`config.mk`:
```
export PLATFORM = sky130hd
export DESIGN_NAME = adc_trigger_compare_ctrl
export DESIGN_NICKNAME = d
export VERILOG_FILES = /design/src/logic/edge_sync.v /design/src/logic/adc_trigger_compare_ctrl.v
export VERILOG_INCLUDE_DIRS = /design/src /design/src/logic
export SDC_FILE = /design/constraint.sdc
export NUM_CORES = 1
export LEC_CHECK = 0
export BUFFER_PORTS_ARGS = -buffer_cell sky130_fd_sc_hd__buf_2
export CORE_MARGIN = 10
export CORE_UTILIZATION = 39
export CTS_BUF_LIST = sky130_fd_sc_hd__clkbuf_16
export CTS_CLUSTER_DIAMETER = 120
export DETAILED_ROUTE_END_ITERATION = 10
export GPL_TIMING_DRIVEN = 1
export PLACE_DENSITY = 0.68
export SYNTH_ARGS = -nofsm -noshare
export SYNTH_HDL_FRONTEND = slang
export SYNTH_SLANG_ARGS = --single-unit
```
`constraint.sdc`:
```
create_clock -name mclk -period 4.4 [get_ports mclk]
set_input_delay 0.66 -clock mclk [delete_from_list [all_inputs] [get_ports mclk]]
set_output_delay 0.66 -clock mclk [all_outputs]
set_load 0.01 [all_outputs]
```
`src/logic/adc_trig_map.vh`:
```
// Register map and field constants for the converter trigger and compare control
`ifndef ADC_TRIG_MAP_VH
`define ADC_TRIG_MAP_VH
`define ADDR_CTRL_ONE    8'he1
`define ADDR_CTRL_TWO    8'he2
`define ADDR_DELAY_LOW   8'he3
`define ADDR_CTRL_ZERO   8'he8
`define ADDR_THRESH_LOW  8'he4
`define ADDR_THRESH_HIGH 8'he5
`define ADDR_INT_STATUS  8'he6
`define ADDR_INT_MASK    8'he7
`define BYTE_ZERO        8'h00
`define THRESH_ZERO      12'h000
`define TYPE_FALL        2'h0
`define TYPE_RISE        2'h1
`define TYPE_CENTRE      2'h2
`define TYPE_END         2'h3
`define SRC_PWM_CHANNEL_ZERO         2'h0
`define SRC_PWM_CHANNEL_TWO         2'h1
`define SRC_PWM_CHANNEL_FOUR         2'h2
`define SRC_PIN          2'h3
`define DELAY_ZERO       9'h000
`define DELAY_ONE        9'h001
`define CONV_CYCLES      5'h10
`define CONV_ZERO        5'h00
`define CONV_ONE         5'h01
`endif

```
`src/logic/edge_sync.v`:
```
// Three-stage synchroniser with agreement-based edge detection
`timescale 1ns/10ps
module edge_sync (
  // Clock and reset
  input  wire mclk,
  input  wire srst,
  // Asynchronous input and detected events
  input  wire din,
  output reg  level_reg,
  output reg  rise_reg,
  output reg  fall_reg
);
  reg s1_reg;
  reg s2_reg;
  reg s3_reg;

  // Level changes once stages two and three agree
  always @(posedge mclk) begin
    if (srst) begin
      s1_reg    <= 1'b0;
      s2_reg    <= 1'b0;
      s3_reg    <= 1'b0;
      level_reg <= 1'b0;
      rise_reg  <= 1'b0;
      fall_reg  <= 1'b0;
    end else begin
      s1_reg    <= din;
      s2_reg    <= s1_reg;
      s3_reg    <= s2_reg;
      rise_reg  <= 1'b0;
      fall_reg  <= 1'b0;
      if (s2_reg == s3_reg && s3_reg != level_reg) begin
        level_reg <= s3_reg;
        rise_reg  <= s3_reg;
        fall_reg  <= ~s3_reg;
      end
    end
  end
endmodule // edge_sync

```
`src/logic/adc_trigger_compare_ctrl.v`:
```
// Converter trigger selection, trigger delay, result compare and fault brake
// Summary of operation
// - Trigger type: fall, rise, centre, end
// - Centre/end triggers only in centre-aligned mode
// - External disabled: only software start converts
// - External enabled: software or selected source
// - Triggers dropped while conversion busy
// - Converter enable bit switches converter
// - Compare output with brake: brake, clear run
// - Polarity picks ge or less-than compare
// - Comparator works only when enabled
// - Compare flag read-only, refreshed per conversion
// - Delay: low byte plus control bit
// - Wait delay count before starting
// - Delay only for external triggers
// - Source select: PWM_CHANNEL_ZERO, PWM_CHANNEL_TWO, PWM_CHANNEL_FOUR, pin
// - Start bit reads busy, self clears
// - Done flag blocks new conversions
//
// Chosen here: strobed register access.
`timescale 1ns/10ps
`include "adc_trig_map.vh"
module adc_trigger_compare_ctrl (
  // Clock and reset
  input  wire        mclk,
  input  wire        srst,
  // Register port
  input  wire [7:0]  addr,
  input  wire [7:0]  wdata,
  input  wire        wr,
  input  wire        rd,
  output reg  [7:0]  rdata_reg,
  // Trigger sources
  input  wire        pwm_channel_zero,
  input  wire        pwm_channel_two,
  input  wire        pwm_channel_four,
  input  wire        ext_start_pin,
  input  wire        pwm_centre_aligned,
  input  wire        pwm_period_centre,
  input  wire        pwm_period_end,
  // Converter interface
  input  wire [11:0] conversion_result,
  input  wire        conv_complete,
  output reg         converter_on_reg,
  output reg         conv_start_reg,
  // PWM brake
  output reg         fault_brake_reg,
  output reg         pwm_run_clear_reg,
  // Interrupt
  output reg         irq_reg
);
  // Control fields
  reg        converter_on;
  reg        ext_trigger_enable;
  reg [1:0]  ext_trigger_type;
  reg [1:0]  ext_trigger_source;
  reg        compare_brake_enable;
  reg        compare_polarity;
  reg        comparator_enable;
  reg        compare_result_flag;
  reg [8:0]  trigger_delay_count;
  reg [11:0] compare_threshold;
  reg        conversion_done_flag;
  // Sequencing state
  reg        busy_reg;
  reg        delay_active_reg;
  reg [8:0]  delay_cnt_reg;
  reg [4:0]  conv_cnt_reg;
  // Interrupt state
  reg [1:0]  int_status_reg;
  reg [1:0]  int_mask_reg;
  // Period event history
  reg        pc_sync_reg;
  reg        pe_sync_reg;
  reg        pc_prev_reg;
  reg        pe_prev_reg;

  // Synchroniser outputs and decode
  wire [3:0] src_level;
  wire [3:0] src_rise;
  wire [3:0] src_fall;
  wire [3:0] src_raw;
  reg        ext_event;
  reg        sel_rise;
  reg        sel_fall;
  wire       sw_start;
  wire       can_start;
  wire       cmp_out;

  assign src_raw = {ext_start_pin, pwm_channel_four, pwm_channel_two, pwm_channel_zero};

  // One synchroniser per candidate source
  genvar gi;
  generate
    for (gi = 0; gi < 4; gi = gi + 1) begin : g_sync
      edge_sync u_sync (
        .mclk      (mclk),
        .srst      (srst),
        .din       (src_raw[gi]),
        .level_reg (src_level[gi]),
        .rise_reg  (src_rise[gi]),
        .fall_reg  (src_fall[gi])
      );
    end
  endgenerate

  // Compare function used for result evaluation
  // Polarity selects at-or-above or strictly below
  function cmp_fn;
    input [11:0] res;
    input [11:0] thr;
    input        pol;
    begin
      cmp_fn = pol ? (res < thr) : (res >= thr);
    end
  endfunction

  // Trigger source and type decode
  always @* begin
    sel_rise = 1'b0;
    sel_fall = 1'b0;
    case (ext_trigger_source)
      `SRC_PWM_CHANNEL_ZERO: begin
        sel_rise = src_rise[0];
        sel_fall = src_fall[0];
      end
      `SRC_PWM_CHANNEL_TWO: begin
        sel_rise = src_rise[1];
        sel_fall = src_fall[1];
      end
      `SRC_PWM_CHANNEL_FOUR: begin
        sel_rise = src_rise[2];
        sel_fall = src_fall[2];
      end
      default: begin
        sel_rise = src_rise[3];
        sel_fall = src_fall[3];
      end
    endcase
    case (ext_trigger_type)
      `TYPE_FALL:   ext_event = sel_fall;
      `TYPE_RISE:   ext_event = sel_rise;
      `TYPE_CENTRE: ext_event = pwm_centre_aligned & pc_sync_reg & ~pc_prev_reg;
      `TYPE_END:    ext_event = pwm_centre_aligned & pe_sync_reg & ~pe_prev_reg;
      default:      ext_event = 1'b0;
    endcase
  end

  // Start request, start permission and compare value
  // Delay phase also blocks new events, so one edge gives one start
  assign sw_start  = wr && (addr == `ADDR_CTRL_ZERO) && wdata[6];
  assign can_start = converter_on && !busy_reg && !conversion_done_flag;
  assign cmp_out   = cmp_fn(conversion_result, compare_threshold, compare_polarity);

  // Period event edge detection (same clock domain)
  always @(posedge mclk) begin
    if (srst) begin
      pc_sync_reg <= 1'b0;
      pe_sync_reg <= 1'b0;
      pc_prev_reg <= 1'b0;
      pe_prev_reg <= 1'b0;
    end else begin
      pc_sync_reg <= pwm_period_centre;
      pe_sync_reg <= pwm_period_end;
      pc_prev_reg <= pc_sync_reg;
      pe_prev_reg <= pe_sync_reg;
    end
  end

  // Register writes, trigger delay, conversion sequencing and compare
  always @(posedge mclk) begin
    if (srst) begin
      converter_on         <= 1'b0;
      ext_trigger_enable   <= 1'b0;
      ext_trigger_type     <= `TYPE_FALL;
      ext_trigger_source   <= `SRC_PWM_CHANNEL_ZERO;
      compare_brake_enable <= 1'b0;
      compare_polarity     <= 1'b0;
      comparator_enable    <= 1'b0;
      compare_result_flag  <= 1'b0;
      trigger_delay_count  <= `DELAY_ZERO;
      compare_threshold    <= `THRESH_ZERO;
      conversion_done_flag <= 1'b0;
      busy_reg             <= 1'b0;
      delay_active_reg     <= 1'b0;
      delay_cnt_reg        <= `DELAY_ZERO;
      conv_cnt_reg         <= `CONV_ZERO;
      int_status_reg       <= 2'h0;
      int_mask_reg         <= 2'h0;
      conv_start_reg       <= 1'b0;
      fault_brake_reg      <= 1'b0;
      pwm_run_clear_reg    <= 1'b0;
      converter_on_reg     <= 1'b0;
      irq_reg              <= 1'b0;
      rdata_reg            <= `BYTE_ZERO;
    end else begin
      conv_start_reg    <= 1'b0;
      pwm_run_clear_reg <= 1'b0;
      converter_on_reg  <= converter_on;
      // Software writes
      if (wr) begin
        case (addr)
          `ADDR_CTRL_ONE: begin
            ext_trigger_type   <= wdata[3:2];
            ext_trigger_enable <= wdata[1];
            converter_on       <= wdata[0];
          end
          `ADDR_CTRL_TWO: begin
            compare_brake_enable   <= wdata[7];
            compare_polarity       <= wdata[6];
            comparator_enable      <= wdata[5];
            trigger_delay_count[8] <= wdata[0];
          end
          `ADDR_DELAY_LOW:   trigger_delay_count[7:0] <= wdata;
          `ADDR_CTRL_ZERO: begin
            ext_trigger_source <= wdata[5:4];
            // Done flag: writing zero clears it, one keeps it
            if (!wdata[7])
              conversion_done_flag <= 1'b0;
          end
          `ADDR_THRESH_LOW:  compare_threshold[7:0]  <= wdata;
          `ADDR_THRESH_HIGH: compare_threshold[11:8] <= wdata[3:0];
          `ADDR_INT_MASK:    int_mask_reg <= wdata[1:0];
          default: ;
        endcase
      end
      // Start paths: software immediate, external after delay
      // Software start cancels a pending delayed trigger
      if (sw_start && can_start) begin
        busy_reg         <= 1'b1;
        delay_active_reg <= 1'b0;
        conv_cnt_reg     <= `CONV_CYCLES;
        conv_start_reg   <= 1'b1;
      end else if (delay_active_reg) begin
        if (delay_cnt_reg == `DELAY_ZERO || !ext_trigger_enable) begin
          delay_active_reg <= 1'b0;
          if (ext_trigger_enable && can_start) begin
            busy_reg       <= 1'b1;
            conv_cnt_reg   <= `CONV_CYCLES;
            conv_start_reg <= 1'b1;
          end
        end else begin
          delay_cnt_reg <= delay_cnt_reg - `DELAY_ONE;
        end
      end else if (ext_trigger_enable && ext_event && can_start) begin
        delay_active_reg <= 1'b1;
        delay_cnt_reg    <= trigger_delay_count;
      end
      // Busy period; external events ignored meanwhile
      if (busy_reg) begin
        if (conv_complete || conv_cnt_reg == `CONV_ONE) begin
          busy_reg             <= 1'b0;
          conv_cnt_reg         <= `CONV_ZERO;
          conversion_done_flag <= 1'b1;
          int_status_reg[0]    <= 1'b1;
          if (comparator_enable) begin
            compare_result_flag <= cmp_out;
            if (cmp_out) begin
              int_status_reg[1] <= 1'b1;
              if (compare_brake_enable) begin
                fault_brake_reg   <= 1'b1;
                pwm_run_clear_reg <= 1'b1;
              end
            end
          end else begin
            compare_result_flag <= 1'b0;
          end
        end else begin
          conv_cnt_reg <= conv_cnt_reg - `CONV_ONE;
        end
      end
      // Brake released when brake disabled, comparator off or compare flag clear
      // Release lags the flag by one cycle
      if (fault_brake_reg && (!compare_brake_enable || !comparator_enable || !compare_result_flag))
        fault_brake_reg <= 1'b0;
      // Read data and read-to-clear of status; new events win
      if (rd) begin
        case (addr)
          `ADDR_CTRL_ONE:    rdata_reg <= {4'h0, ext_trigger_type, ext_trigger_enable, converter_on};
          `ADDR_CTRL_TWO:    rdata_reg <= {compare_brake_enable, compare_polarity, comparator_enable,
                                           compare_result_flag, 3'h0, trigger_delay_count[8]};
          `ADDR_DELAY_LOW:   rdata_reg <= trigger_delay_count[7:0];
          `ADDR_CTRL_ZERO:   rdata_reg <= {conversion_done_flag, busy_reg, ext_trigger_source, 4'h0};
          `ADDR_THRESH_LOW:  rdata_reg <= compare_threshold[7:0];
          `ADDR_THRESH_HIGH: rdata_reg <= {4'h0, compare_threshold[11:8]};
          `ADDR_INT_STATUS: begin
            rdata_reg <= {6'h00, int_status_reg};
            if (!(busy_reg && (conv_complete || conv_cnt_reg == `CONV_ONE)))
              int_status_reg <= 2'h0;
          end
          `ADDR_INT_MASK:    rdata_reg <= {6'h00, int_mask_reg};
          default:           rdata_reg <= `BYTE_ZERO;
        endcase
      end else begin
        rdata_reg <= `BYTE_ZERO;
      end
      // Interrupt level, one cycle behind status
      irq_reg <= |(int_status_reg & int_mask_reg);
    end
  end
endmodule // adc_trigger_compare_ctrl

```
==> metrics.txt <==
status completed; Crit path largest cell delay ~0.55 ns; FF-to-FF Start delay_cnt_reg[0]; first-pass GRT wire length 17.0 mm; Worst setup startpoint delay_cnt_reg[0]; number of global-route vias before repair around 3.5k; routed length per instance 15.4 um; setup tns final 0 ns; RSZ-0062 raised after global routing no; crit path kind reg2reg; post-layout min period approximately 2.6 ns; fin. max-slew vios 0; largest net degree at the start of global routing 48; DIE WIDTH around 120 um; Pint 1.32 mW; startpoint types register; clock root cell clkbuf_16; post-route DRC violation count 0; CTS tree done; die height 124 um; sequential share of the synthesized area 44.3%; max reg flops 12; Sw Pwr 393 uW; cell family with most CP delay simple AND/OR/NAND/NOR gates; Layout area overhead 15.0%; First-pass DRT Iterations 7; Worst-path clk slew approximately 0.07 ns; final wirelength 10.3 mm; Post-CTS Hold Buffers 0; Syn Area/Cell ~8.6 um^2; placed inst area between 4000 and 5000 um^2; Clk Latency, worst-skew pair 0.34 ns; worst hold start g_sync[1].u_sync.s1_reg; Net Sw Frac 22.9%; CTS resizes 0; Slew @ Worst Pin 0.796 ns; synth warn 0; most common cell after layout, fill and taps aside dfxtp_1; Combinational Power Share 4.5%; clk_skew 0.00692 ns; Rel. slew slack 46.9%; Distinct cells, synth 58; min-delay worst type reg2reg; Seq cells post-synth 93; Synthesized Nets 543; I/O pin total 53; Final Wtd Congestion 0.966; DR vias 3652; Initial Util 40.4%; clk buf depth 2; ANT cells 0; Flop pwr share between 40% and 50%; Post-CTS Setup Bufs 0; Die ar. around 15000 um^2; Core Footprint 10400 um^2; Post-Syn Instances 488; synthesized area 4210 um^2; clock power share 45.9%; most used cell, CP or4b_4; Nets 579; buffers plus inverters on the worst setup path 1; worst path cell trace inv_1 > ha_1 > or4b_4 > or4b_4 > nand3_2 > a2bb2oi_4 > o21ai_0 > a21oi_1; Max Clk Rate 378 MHz; TritonCTS Buffers 9; clk sinks 93; Total Routing Usage GR 13.8%; initial antenna violation count 0; WP data required 4.67 ns; Max IR drop VDD around 0.26 mV; Critical Path Slowest Stage Cell or4b_4; Hold Violations, Final 0; arrival time worst endpoint 2.91 ns; crit end category register; share of layout cells above drive strength 1 15.5%; DR iter-0 viols roughly 310; post-DP HPWL 7.59 mm; Final Util 46.4%; Final Cycle Share 60.2%; reported max-cap violation count 0; most frequent cells in the layout dfxtp_1 (93), a21oi_1 (56), buf_2 (52), nand2_1 (51), nand3_1 (39); total global routing overflow 0; Site Rows 37; Primary FF master, synth dfxtp_1; Finish-stage setup viols 0; final instance area 4840 um^2; CP Max Fanout 19; power per cell area ~350 nW/um^2; leak pwr 1.74 nW; IO Port Bufs 52; ys async rst share 0%; htree depth 3; Post-synth EDFFs 0; Routed Antenna Nets 0; Vias/cell between 5 and 6
-- final timing paths --
kind | to | slack (ns) | cells after the start
worst min-delay path | g_sync[1].u_sync.s2_reg | 0.43 | 1
worst max register to register | delay_cnt_reg[2] | 1.75 | 8
worst max-delay path | delay_cnt_reg[2] | 1.75 | 8
worst min register to register | g_sync[1].u_sync.s2_reg | 0.43 | 1
-- power by group through the flow --
stage,clock (mW),combinational [mW],sequential [mW]
floorplan,0,0.0429,0.870
global placement,0,0.0736,0.871
detailed placement,0,0.0762,0.871
CTS,0.801,0.0763,0.852
global route,0.841,0.0852,0.852
finish,0.787,0.0770,0.852
-- per-stage QoR --
step                cells  hold slack [ns]  setup slack (ns)  total power, mW
detailed placement    649            0.424              1.59            0.947
floorplan             488            0.414              1.98            0.913
CTS                   665            0.441              1.79             1.73
global route          665            0.460              1.58             1.78
global placement      649            0.419              1.66            0.944
finish                665            0.434              1.75             1.72
-- cell usage after synthesis, types with 3 or more instances --
cell | n | area, um^2
a21o_1 | 4 | 30.0
a222oi_1 | 4 | 40.0
o22ai_1 | 3 | 18.8
dfxtp_1 | 93 | 1860
a22oi_1 | 4 | 30.0
nor2_1 | 32 | 120
and3_1 | 5 | 31.3
and2_1 | 3 | 18.8
mux2i_1 | 13 | 130
inv_1 | 24 | 90.1
nand3_1 | 39 | 195
nor4b_1 | 6 | 52.6
or3_1 | 3 | 18.8
nor2b_1 | 22 | 138
o21ai_1 | 3 | 15.0
nand4b_1 | 3 | 26.3
buf_2 | 3 | 15.0
nor3_1 | 10 | 50.1
mux2_2 | 3 | 33.8
nand2_1 | 51 | 191
clkbuf_1 | 24 | 90.1
o21ai_0 | 13 | 65.1
and3b_1 | 6 | 52.6
a21oi_1 | 56 | 280
ha_1 | 15 | 188
-- cells by family after synthesis --
group / Yosys count / share of synthesized area [%]
and+or+nand+nor: 200 / 25.3
AOI/OAI and AO/OA: 110 / 16.6
DFF: 93 / 44.3
buffers and inverters: 53 / 5.00
muxes: 17 / 4.43
adders and majority gates: 15 / 4.46
-- area by class of cell --
class / instances / area (um^2)
Clock buffer: 9 / 225
Clock inverter: 7 / 78.8
Fill cell: 1013 / 5580
Inverter: 24 / 90.1
Multi-Input combinational cell: 342 / 2130
Sequential cell: 93 / 1860
Tap cell: 136 / 170
Timing Repair Buffer: 54 / 275
-- worst register-to-register path: cells and delay by family, from the launching register on --
kind	cells	cell delay, ns
adders and majority gates	1	0.21
DFF	1	0.33
buffers and inverters	1	0.08
and+or+nand+nor	3	1.17
AOI/OAI and AO/OA	3	0.77
-- routing by layer --
metal	global-route usage (%)	routed length, um
met1	18.2	4600
met2	21.5	4680
met3	3.44	855
met4	4.95	131
met5	0	0
No activity file was read; power rests on OpenSTA's default activity.
